==> src/hw/dpdg_cfg.svh <==
`ifndef DPDG_CFG_SVH
`define DPDG_CFG_SVH

// Telegram layout, counted in bytes; the EXT and FRAME sizes in bits
`define DPDG_GEN_BYTES 6
`define DPDG_CLASS1_LAST 16
`define DPDG_CLASS2_LAST 57
`define DPDG_TELEGRAM_MAX 241
`define DPDG_EXT_BITS 400
`define DPDG_FRAME_BITS 456

// Station status 1 bit positions
`define DPDG_S1_PRM_FAULT 6
`define DPDG_S1_NOT_SUPP 4
`define DPDG_S1_EXT_DIAG 3
`define DPDG_S1_CFG_FAULT 2
`define DPDG_S1_NOT_READY 1

// Station status 2 bit positions
`define DPDG_S2_SYNC 5
`define DPDG_S2_FREEZE 4
`define DPDG_S2_WD_ON 3
`define DPDG_S2_SLAVE_ST 2
`define DPDG_S2_STAT_DIAG 1
`define DPDG_S2_PRM_REQ 0

// Station status 3 bit positions
`define DPDG_S3_OVERFLOW 7

// Alarm byte: only bits 4..0 are in use
`define DPDG_ALARM_MASK 8'h1f

// Master address before any valid parameterization
`define DPDG_MASTER_NONE 8'hff

// Register offsets
`define DPDG_REG_CTRL 8'h00
`define DPDG_REG_STATUS 8'h04
`define DPDG_REG_IDENT 8'h08
`define DPDG_REG_LENGTH 8'h0c

// Control register fields
`define DPDG_CTRL_CLASS2 0
`define DPDG_CTRL_VENDOR 1
`define DPDG_CTRL_ERR_CLR 2

`endif

==> src/hw/dpdg_pkg.sv <==
package dpdg_pkg;

    // Framer states, Gray coded along idle -> send -> done
    typedef enum logic [1:0] {
        DPDG_IDLE = 2'b00,
        DPDG_SEND = 2'b01,
        DPDG_DONE = 2'b11
    } dpdg_state_t;

    // Extended diagnosis fields, bytes 8..57, first byte first
    typedef struct packed {
        logic [7:0] alarms;
        logic [7:0] op_status;
        logic [7:0] enc_type;
        logic [31:0] resolution;
        logic [15:0] revolutions;
        logic [7:0] add_alarms;
        logic [15:0] alarms_supp;
        logic [15:0] warnings;
        logic [15:0] warn_supp;
        logic [15:0] profile_ver;
        logic [15:0] sw_ver;
        logic [31:0] hours;
        logic [31:0] offset;
        logic [31:0] mfr_offset;
        logic [31:0] steps;
        logic [31:0] range;
        logic [79:0] serial;
    } dpdg_ext_t;

    // Protocol events from the bus state machine
    typedef struct packed {
        logic prm_accept;
        logic prm_reject;
        logic cfg_accept;
        logic cfg_reject;
        logic unsupported;
        logic sync_cmd;
        logic freeze_cmd;
        logic ext_overflow;
    } dpdg_evt_t;

    // Outgoing telegram byte stream
    typedef struct packed {
        logic valid;
        logic last;
        logic [7:0] data;
    } dpdg_tx_t;

endpackage

==> src/hw/dpdg_builder.sv <==
`timescale 1ns/100ps
`default_nettype none
`include "dpdg_cfg.svh"

module dpdg_builder #(
    parameter logic [15:0] MAKER_ID = 16'h1234, // Arbitrary value, set per product
    parameter int CLASS1_LAST = `DPDG_CLASS1_LAST,
    parameter int CLASS2_LAST = `DPDG_CLASS2_LAST
) (
    input wire logic mclk_in,
    input wire logic reset_n_in,
    // Register port
    input wire logic [7:0] addr_in,
    input wire logic [31:0] wr_data_in,
    input wire logic wr_en_in,
    input wire logic rd_en_in,
    output logic [31:0] rd_data_out,
    // Device state
    input wire dpdg_pkg::dpdg_evt_t evt_in,
    input wire logic [7:0] prm_master_addr_in,
    input wire logic not_ready_in,
    input wire logic wd_active_in,
    input wire logic internal_err_in,
    input wire dpdg_pkg::dpdg_ext_t ext_in,
    // Telegram request and stream
    input wire logic diag_req_in,
    input wire logic tx_ready_in,
    output dpdg_pkg::dpdg_tx_t tx_out,
    output logic pos_data_en_out
);

    // ****************************************
    // Elaboration checks
    // ****************************************
    // The fixed field map only reaches byte 57; the telegram cap is 241
    if (CLASS2_LAST > `DPDG_CLASS2_LAST || CLASS2_LAST > `DPDG_TELEGRAM_MAX ||
        CLASS1_LAST <= `DPDG_GEN_BYTES || CLASS1_LAST > CLASS2_LAST) begin : g_bad_len
        $error("dpdg_builder: telegram lengths out of range");
    end

    localparam logic [5:0] LAST1 = 6'(CLASS1_LAST);
    localparam logic [5:0] LAST2 = 6'(CLASS2_LAST);
    localparam logic [5:0] GEN_BYTES = 6'(`DPDG_GEN_BYTES);

    // ****************************************
    // Declarations
    // ****************************************
    logic class2_reg; // Class 2 layout selected
    logic vendor_reg; // Vendor configuration selected
    logic prm_fault_reg; // Last parameter telegram refused
    logic cfg_fault_reg; // Configuration identifiers refused
    logic not_supp_reg; // Unsupported function asked for
    logic sync_reg; // SYNC received
    logic freeze_reg; // FREEZE received
    logic prm_req_reg; // New parameterization needed
    logic err_reg; // Internal error latched
    logic ext_pend_reg; // Extended report waiting
    logic overflow_reg; // Extended diagnosis overran
    logic [7:0] master_addr_reg; // Parameterizing master
    logic err_clr; // Software clear of the error latch
    logic sent_done; // Telegram fully handed over
    logic [7:0] stat1; // Station status 1
    logic [7:0] stat2; // Station status 2
    logic [7:0] stat3; // Station status 3
    logic [47:0] gen_reg; // General part frozen at request
    logic [5:0] tel_last_reg; // Last byte number of this telegram
    logic [5:0] idx_reg; // Byte number now on the stream
    logic [`DPDG_FRAME_BITS-1:0] frame; // Whole telegram, byte 1 on top
    logic [`DPDG_EXT_BITS-1:0] ext_vec; // Extended part, cleaned
    dpdg_pkg::dpdg_ext_t ext_clean; // Extended fields with reserved bits zeroed
    dpdg_pkg::dpdg_state_t state_reg; // Framer state
    logic [5:0] cur_last; // Last byte for the selected class
    logic [7:0] len_byte; // Byte seven value

    // ****************************************
    // Register port
    // ****************************************
    // Error clear is a write-one pulse, no storage
    assign err_clr = wr_en_in && addr_in == `DPDG_REG_CTRL && wr_data_in[`DPDG_CTRL_ERR_CLR];

    // Configuration bits written by software
    always_ff @(posedge mclk_in or negedge reset_n_in) begin
        if (!reset_n_in) begin
            class2_reg <= 1'b0;
            vendor_reg <= 1'b0;
        end else if (wr_en_in && addr_in == `DPDG_REG_CTRL) begin
            class2_reg <= wr_data_in[`DPDG_CTRL_CLASS2];
            vendor_reg <= wr_data_in[`DPDG_CTRL_VENDOR];
        end
    end

    // Read data stand one cycle after the strobe, zero otherwise
    always_ff @(posedge mclk_in or negedge reset_n_in) begin
        if (!reset_n_in) begin
            rd_data_out <= 32'h0000_0000;
        end else if (rd_en_in) begin
            case (addr_in)
                `DPDG_REG_CTRL: begin
                    rd_data_out <= {30'h0000_0000, vendor_reg, class2_reg};
                end
                `DPDG_REG_STATUS: begin
                    rd_data_out <= {master_addr_reg, stat3, stat2, stat1};
                end
                `DPDG_REG_IDENT: begin
                    rd_data_out <= {16'h0000, MAKER_ID};
                end
                `DPDG_REG_LENGTH: begin
                    rd_data_out <= {20'h0_0000, state_reg, err_reg, ext_pend_reg,
                                    len_byte};
                end
                default: begin
                    // Unmapped reads as zero
                    rd_data_out <= 32'h0000_0000;
                end
            endcase
        end else begin
            rd_data_out <= 32'h0000_0000;
        end
    end

    // ****************************************
    // Station status flags
    // ****************************************
    // Every flag below lets a set in the same cycle win over its clear

    always_ff @(posedge mclk_in or negedge reset_n_in) begin
        if (!reset_n_in) begin
            prm_fault_reg <= 1'b0;
        end else if (evt_in.prm_reject) begin
            prm_fault_reg <= 1'b1;
        end else if (evt_in.prm_accept) begin
            prm_fault_reg <= 1'b0;
        end
    end

    always_ff @(posedge mclk_in or negedge reset_n_in) begin
        if (!reset_n_in) begin
            cfg_fault_reg <= 1'b0;
        end else if (evt_in.cfg_reject) begin
            cfg_fault_reg <= 1'b1;
        end else if (evt_in.cfg_accept) begin
            cfg_fault_reg <= 1'b0;
        end
    end

    always_ff @(posedge mclk_in or negedge reset_n_in) begin
        if (!reset_n_in) begin
            not_supp_reg <= 1'b0;
        end else if (evt_in.unsupported) begin
            not_supp_reg <= 1'b1;
        end else if (sent_done) begin
            not_supp_reg <= 1'b0;
        end
    end

    // sync and freeze modes; a new parameterization drops them
    always_ff @(posedge mclk_in or negedge reset_n_in) begin
        if (!reset_n_in) begin
            sync_reg <= 1'b0;
            freeze_reg <= 1'b0;
        end else begin
            if (evt_in.sync_cmd) begin
                sync_reg <= 1'b1;
            end else if (evt_in.prm_accept) begin
                sync_reg <= 1'b0;
            end
            if (evt_in.freeze_cmd) begin
                freeze_reg <= 1'b1;
            end else if (evt_in.prm_accept) begin
                freeze_reg <= 1'b0;
            end
        end
    end

    // parameterization request: set from reset and on any refusal
    always_ff @(posedge mclk_in or negedge reset_n_in) begin
        if (!reset_n_in) begin
            prm_req_reg <= 1'b1;
        end else if (evt_in.prm_reject || evt_in.cfg_reject) begin
            prm_req_reg <= 1'b1;
        end else if (evt_in.prm_accept) begin
            prm_req_reg <= 1'b0;
        end
    end

    // error latch, cleared by software only once the cause is gone
    always_ff @(posedge mclk_in or negedge reset_n_in) begin
        if (!reset_n_in) begin
            err_reg <= 1'b0;
        end else if (internal_err_in) begin
            err_reg <= 1'b1;
        end else if (err_clr) begin
            err_reg <= 1'b0;
        end
    end

    // extended report pending after parameterization or error
    always_ff @(posedge mclk_in or negedge reset_n_in) begin
        if (!reset_n_in) begin
            ext_pend_reg <= 1'b0;
        end else if (evt_in.prm_accept || internal_err_in || evt_in.ext_overflow) begin
            ext_pend_reg <= 1'b1;
        end else if (sent_done && !err_reg) begin
            ext_pend_reg <= 1'b0;
        end
    end

    always_ff @(posedge mclk_in or negedge reset_n_in) begin
        if (!reset_n_in) begin
            overflow_reg <= 1'b0;
        end else if (evt_in.ext_overflow) begin
            overflow_reg <= 1'b1;
        end else if (sent_done) begin
            overflow_reg <= 1'b0;
        end
    end

    // master address taken only with a valid parameterization
    always_ff @(posedge mclk_in or negedge reset_n_in) begin
        if (!reset_n_in) begin
            master_addr_reg <= `DPDG_MASTER_NONE;
        end else if (evt_in.prm_accept) begin
            master_addr_reg <= prm_master_addr_in;
        end
    end

    // position data withheld while the error stands
    always_ff @(posedge mclk_in or negedge reset_n_in) begin
        if (!reset_n_in) begin
            pos_data_en_out <= 1'b0;
        end else begin
            pos_data_en_out <= !err_reg && !internal_err_in && !prm_req_reg;
        end
    end

    // ****************************************
    // Status byte assembly
    // ****************************************
    // Master-owned bits go out as zero; the master fills them in
    always_comb begin
        stat1 = 8'h00;
        stat2 = 8'h00;
        stat3 = 8'h00;
        stat1[`DPDG_S1_PRM_FAULT] = prm_fault_reg;
        stat1[`DPDG_S1_NOT_SUPP] = not_supp_reg;
        // pending or error shows extended diagnosis
        stat1[`DPDG_S1_EXT_DIAG] = ext_pend_reg || err_reg;
        stat1[`DPDG_S1_CFG_FAULT] = cfg_fault_reg;
        stat1[`DPDG_S1_NOT_READY] = not_ready_in || prm_req_reg || err_reg;
        stat2[`DPDG_S2_SYNC] = sync_reg;
        stat2[`DPDG_S2_FREEZE] = freeze_reg;
        stat2[`DPDG_S2_WD_ON] = wd_active_in;
        stat2[`DPDG_S2_SLAVE_ST] = 1'b1;
        stat2[`DPDG_S2_STAT_DIAG] = err_reg;
        stat2[`DPDG_S2_PRM_REQ] = prm_req_reg;
        // only the overflow bit may be set
        stat3[`DPDG_S3_OVERFLOW] = overflow_reg;
    end

    // ****************************************
    // Telegram assembly
    // ****************************************
    // length follows the selected class
    assign cur_last = (class2_reg || vendor_reg) ? LAST2 : LAST1;
    // bytes after the general part, length byte included
    assign len_byte = {2'b00, tel_last_reg - GEN_BYTES};

    always_comb begin
        ext_clean = ext_in;
        ext_clean.alarms = ext_in.alarms & `DPDG_ALARM_MASK;
        ext_clean.add_alarms = 8'h00;
    end
    assign ext_vec = ext_clean;

    // fields stacked first byte highest, MSB first
    // general part, then length, then extension
    assign frame = {gen_reg, len_byte, ext_vec};

    // identifier high byte ahead of low byte
    // General part frozen when a telegram starts
    always_ff @(posedge mclk_in or negedge reset_n_in) begin
        if (!reset_n_in) begin
            gen_reg <= 48'h0000_0000_0000;
            tel_last_reg <= 6'h00;
        end else if (state_reg == dpdg_pkg::DPDG_IDLE && diag_req_in) begin
            gen_reg <= {stat1, stat2, stat3, master_addr_reg, MAKER_ID};
            tel_last_reg <= cur_last;
        end
    end

    // Byte n of the telegram, n counted from one
    function automatic logic [7:0] pick(input logic [`DPDG_FRAME_BITS-1:0] f,
                                        input logic [5:0] n);
        logic [8:0] base;
        base = 9'(`DPDG_FRAME_BITS) - {n, 3'b000};
        pick = f[base +: 8];
    endfunction

    // ****************************************
    // Stream framer
    // ****************************************
    // Bytes are picked from live fields; only the general part and the length are frozen,
    // so a field may change between two telegrams but never inside one header
    assign sent_done = state_reg == dpdg_pkg::DPDG_DONE;

    // bytes streamed up to the end of the class latched at the request
    always_ff @(posedge mclk_in or negedge reset_n_in) begin
        if (!reset_n_in) begin
            state_reg <= dpdg_pkg::DPDG_IDLE;
            idx_reg <= 6'h00;
            tx_out <= '0;
        end else begin
            case (state_reg)
                dpdg_pkg::DPDG_IDLE: begin
                    // First byte appears the cycle after the request
                    if (diag_req_in) begin
                        state_reg <= dpdg_pkg::DPDG_SEND;
                        idx_reg <= 6'h01;
                        tx_out.valid <= 1'b1;
                        tx_out.last <= 1'b0;
                        tx_out.data <= stat1;
                    end
                end
                dpdg_pkg::DPDG_SEND: begin
                    if (tx_ready_in) begin
                        if (idx_reg == tel_last_reg) begin
                            // Final byte taken
                            state_reg <= dpdg_pkg::DPDG_DONE;
                            tx_out <= '0;
                        end else begin
                            idx_reg <= idx_reg + 6'h01;
                            tx_out.data <= pick(frame, idx_reg + 6'h01);
                            tx_out.last <= (idx_reg + 6'h01) == tel_last_reg;
                        end
                    end
                end
                dpdg_pkg::DPDG_DONE: begin
                    // One cycle to clear report-once flags
                    state_reg <= dpdg_pkg::DPDG_IDLE;
                    idx_reg <= 6'h00;
                end
                default: begin
                    state_reg <= dpdg_pkg::DPDG_IDLE;
                    tx_out <= '0;
                end
            endcase
        end
    end

endmodule
`default_nettype wire

==> config.mk <==
export PLATFORM = sky130hd
export DESIGN_NAME = dpdg_builder
export DESIGN_NICKNAME = d
export VERILOG_FILES = /design/src/hw/dpdg_pkg.sv /design/src/hw/dpdg_builder.sv
export VERILOG_INCLUDE_DIRS = /design/src /design/src/hw
export SDC_FILE = /design/constraint.sdc
export NUM_CORES = 1
export LEC_CHECK = 0
export BUFFER_PORTS_ARGS = -buffer_cell sky130_fd_sc_hd__buf_2
export CORE_AREA = 3 3 198 200
export CTS_BUF_LIST = sky130_fd_sc_hd__clkbuf_4
export DETAILED_ROUTE_END_ITERATION = 8
export DIE_AREA = 0 0 201 203
export GPL_ROUTABILITY_DRIVEN = 0
export SLEW_MARGIN = 20
export SYNTH_ARGS = -nofsm -noshare
export SYNTH_HDL_FRONTEND = slang
export SYNTH_SLANG_ARGS = --single-unit
==> constraint.sdc <==
create_clock -name mclk_in -period 4.2 [get_ports mclk_in]
set_clock_uncertainty 0.2 [all_clocks]
set_input_delay 1.26 -clock mclk_in [delete_from_list [all_inputs] [get_ports mclk_in]]
set_output_delay 1.26 -clock mclk_in [all_outputs]
set_load 0.03 [all_outputs]
# --- After elaboration in Yosys (flattened, before gate mapping) ---
# Cells that the tools add are included.
totals:
  word_cells: 99
  out_inout_bits: 43
  inputBits: 465
  ff_bits: 101
classes:
  addsub: 3
  n_mux: 30
  eq_ne: 11
  reduce_logical: 32
  n_bitwise: 1
  shift: 1
op_table:
  columns: ["op", "count"]
  rows:
  - ["$shiftx 456x10->8", 1]
  - ["$pmux 32 s4", 1]
  - ["$mux 32", 1]
  - ["$pmux 10 s3", 1]
  - ["$mux 6", 4]
  - ["$mux 10", 2]
  - ["$pmux 6 s3", 1]
  - ["$reduce_bool 2->1", 9]
  - ["$eq 8x4->1 const B", 2]
  - ["$mux 1", 15]
  - ["$eq 6x6->1", 2]
  - ["$mux 9", 1]
  - ["$sub 9x9->9 const A", 1]
  - ["$eq 8x3->1 const B", 1]
  - ["$logic_not 8->1", 1]
  - ["$ne 2x2->1 const B", 4]
  - ["$reduce_and 4->1", 2]
  - ["$logic_or 1x1->1", 7]
  - ["$add 6x1->6 const B", 1]
  - ["$logic_and 1x1->1", 6]
  - ["$mux 2", 3]
  - ["$reduce_and 3->1", 2]
  - ["$sub 6x3->6 const B", 1]
  - ["$pmux 2 s2", 1]
  - ["6 further kinds", 8]

# --- Depth between registers and ports, before layout ---
logic_depth:
  ltp_word: 6
  depth_mapped: 15

# --- Least setup slack after synthesis ---
# Ideal clock, no wire load.
synth_path:
  kind: "reg2reg"
  start: "reg idx_reg[1]"
  end: "reg tx_out[0] (netlist bit)"
  setup_slack_ns: 0.210
  n_path_buf: 6
  path_stages_with_launch: 14
  setup_time_ns: 0.122
  period_less_slack_ns: 3.990
  arrival_time_ns: 3.669
  cell_sequence: "dfrtp_1 ha_1 buf_2 buf_1 inv_2 ha_1 buf_2 buf_2 buf_1 clkbuf_1 mux4_2 mux2i_1 nand2_1 a32o_1"
synth_between:
  elab_chain_cells: 6
  elab_cells_between_ends: 7
synth_rtl:
  columns: ["element", "line", "text"]
  rows:
  - ["start, declared", "dpdg_builder.sv:67", "logic [5:0] idx_reg;"]
  - ["start signal, assigned", "dpdg_builder.sv:331", "idx_reg <= idx_reg + 6'h01;"]
  - ["$add 6x1->6", "dpdg_builder.sv:332", "tx_out.data <= pick(frame, idx_reg + 6'h01);"]
  - ["$sub 9x9->9", "dpdg_builder.sv:295", "base = 9'(`DPDG_FRAME_BITS) - {n, 3'b000};"]
  - ["$shiftx 456x10->8", "dpdg_builder.sv:296", "pick = f[base +: 8];"]
  - ["$mux 9 (*)", "dpdg_builder.sv:326", "if (idx_reg == tel_last_reg) begin"]
  - ["$mux 10 (*)", "dpdg_builder.sv:325", "if (tx_ready_in) begin"]
  - ["$pmux 10 s3 (*)", "dpdg_builder.sv:313", "case (state_reg)"]
  - ["end, declared", "dpdg_builder.sv:28", "output dpdg_pkg::dpdg_tx_t tx_out,"]
# Every way passes the cells marked *; elsewhere a longest branch is shown, timed or not. The select of a mux whose other input is x is not followed.
# A chain may end at the register's enable or synchronous reset.

# --- Worst setup path in the final report ---
# Ends and elaborated chain as after synthesis.

==> run metrics <==
global-route wire length before repair=48600 um; Crit path required time=4.36 ns; vias per cell=between 4 and 5; postcts setup bufs=0; Area after DPL=around 10000 um2; met3 usage=around 4.3%; Async SR Flop Fraction=100%; core area=37600 um2; TritonCTS buffer count=9; drt total wl=between 30000 and 40000 um; mean area per synthesized cell=around 12 um2; final period utilization=between 80 and 90%; share of cells above drive strength 1=between 60% and 70%; initial antenna violation count=18; Critical Path Sink Type=register; Final TNS setup=0 ns; CP max FO=22; GRT Max-Usage Layer=met2; Worst VDD drop=0.000780 V; sw power=around 3900 uW; Layout Nets=1505; status=finished, final reports clean; Ports=508; wire per inst=21.9 um; CTS max path bufs=2; worst hold path cell count=2; crit path kind=register to register; Hold-fix buffers, CTS=0; GRT Util Overall=16.1%; depth of the most critical reg-to-reg path=10; Global Route met1 Usage=20.4%; CP startpoint kind=register; Unique masters post-synth=between 50 and 60; relative slew slack=a little under two fifths; post-synthesis sequential area ratio=29.2%; worst skew pair latency=0.45 ns; drc violations=0; crit path DAT=3.76 ns; Final Critical Period=3.60 ns; die area=40800 um2; Final HPWL DP=roughly 29000 um; Via Count=a little over 7000; Reg clk slew, reported paths=0.14 ns; RSZ-0062 raised after global routing=no; crit-path cells=ha_4 > inv_2 > ha_4 > xnor2_1 > xnor2_4 > buf_4 > mux4_2 > mux2i_1 > nand2_1 > a32o_1; Power Density=about 850 nW/um2; remaining antenna violation count=0; 1st-pass router iterations=4; total leakage power=0.00471 uW; Critical-path top delay cell=mux4_2; # port buffers=457; vias in the first global route=7445; Die Y=around 200 um; Root Buffer=clkbuf_4; number of max-cap violations=0; H-tree levels=3; Layout area overhead=43.2%; CTS tree=yes; measured slew at the worst slew-check pin=0.945 ns; min-delay src=gen_reg[37]$_DFFE_PN0P_; Slew Viols, Final=0; switch share=46.5%; Worst Hold Path EP=gen_reg[37]$_DFFE_PN0P_; GRT Residual Overflow=0; Crit path top cell by count=ha_4; Finished Cell Area=9990 um2; met2 Resource Use GR=27.7%; Initial DRC Count=559; largest net degree at the start of global routing=79; Fmax=0.278 GHz; synthesized instance count=603; Power Total=8470 uW; r2r endpoint=tx_out[0]$_DFFE_PN0P_; Clk pwr share=7.2%; # rows=71; Comb pwr share=about four fifths; Post-synth EDFFs=0; Worst R2R Start=idx_reg[1]$_DFFE_PN0P_; final hold vios=0; Internal=4530 uW; chip width=201 um; initial core utilization=18.6%; synthesis-stage register bit count=81; max reg flops=22; Synth Flop Type=dfrtp_1; final setup fails=0; post-CTS resize count=0; Hold Crit Class=register to register; r2r setup slk=between 0.5 and 0.6 ns; clk sinks=between 80 and 90; Max stage delay on crit path=0.58 ns; YS warnings=0; sequential share of power=13.3%; synthesized area=roughly 7000 um2
-- cell usage after synthesis, types with 12 or more instances --
cell,n,area share [%]
dfrtp_1,72,26
o21ai_0,27,1.9
a21oi_1,28,2.0
buf_2,13,0.93
mux2_2,20,3.2
buf_4,16,1.7
mux4_2,109,35
nor3_1,12,0.86
nor2_1,31,1.7
mux2i_1,23,3.3
nand2_1,89,4.8
and2_1,14,1.3
clkbuf_1,18,0.97
-- cells in the final DEF (no fill, tap or decap), drive strengths merged, types with 3 or more instances in the layout --
cell / instances
o21ai: 27
a31oi: 5
dfrtp: 72
nor3: 12
mux4: 109
buf: 474
nand2: 89
clkbuf: 10
conb: 10
nand3: 7
nor2: 31
a22oi: 3
o22ai: 9
dfstp: 9
ha: 5
bufinv: 3
mux2i: 23
a21o: 8
nand4: 3
nand2b: 4
inv: 10
and3: 4
nor2b: 5
and2: 14
o21a: 4
diode: 6
a221o: 3
xnor2: 7
clkinv: 3
o211ai: 3
a21oi: 28
a211oi: 4
mux2: 20
-- cell families after synthesis --
group,synth area share [%]
AOI/OAI and AO/OA,9.99
xor gates and xnor gates,1.40
adders and majority gates,0.897
buffers and inverters,5.62
DFF,29.2
muxes,41.7
other,0.0538
and+or+nand+nor,11.1
-- final cells by class --
class	instances	area [um2]
clock inverters	6	115
diodes	6	15.0
repair buffers	474	2450
flip-flops and latches	81	2040
multi-input cells	459	4610
well taps	511	639
inverters	10	37.5
clock buffers	10	75.1
fillers	4032	27600
-- worst max-delay path: cells and delay by family (launching register included) --
kind | cells | cell delay (ns)
compound gates | 1 | 0.28
xor+xnor | 2 | 0.49
fa+ha+maj | 2 | 0.64
buf+inv | 2 | 0.44
flops | 1 | 0.51
mux | 2 | 0.83
simple gates | 1 | 0.09
-- through the flow --
step,hold slack [ns],utilization (%),cells,setup WS [ns]
final,0.302,26.6,1557,0.599
after CTS,0.304,26.5,1551,0.511
after detailed placement,0.265,26.0,1535,0.504
after global placement,0.263,26.0,1535,0.530
after global routing,0.335,26.6,1554,0.340
after floorplan,0.245,-,612,0.210
-- routing by layer --
metal	part of all wire [%]	vias up
met2	49	312
met4	2.0	18
li1	-	3202
met1	40	3559
met5	0.33	-
met3	8.3	50
-- how the worst max path moves through the flow --
stage / startpoint / endpoint / slack (ns) / cells after the start
after global routing: idx_reg[1]$_DFFE_PN0P_ / tx_out[0]$_DFFE_PN0P_ / 0.34 / 10
after CTS: idx_reg[0]$_DFFE_PN0P_ / tx_out[0]$_DFFE_PN0P_ / 0.51 / 10
after floorplan: idx_reg[1]$_DFFE_PN0P_ / tx_out[0]$_DFFE_PN0P_ / 0.21 / 13
final: idx_reg[1]$_DFFE_PN0P_ / tx_out[0]$_DFFE_PN0P_ / 0.60 / 10
after global placement: idx_reg[0]$_DFFE_PN0P_ / tx_out[0]$_DFFE_PN0P_ / 0.53 / 10
after detailed placement: idx_reg[1]$_DFFE_PN0P_ / tx_out[0]$_DFFE_PN0P_ / 0.50 / 10
-- power groups by stage --
| stage | registers [uW] | clock network [uW] | logic (uW) |
|---|---|---|---|
| 2_1_floorplan | 1120 | 0 | 4800 |
| 3_3_place_gp | 1130 | 0 | 6890 |
| 3_5_place_dp | 1140 | 0 | 6960 |
| 4_1_cts | 1120 | 624 | 6970 |
| 5_1_grt | 1150 | 659 | 7370 |
| 6_report | 1130 | 612 | 6730 |
Power figures use the tool's default switching activity.
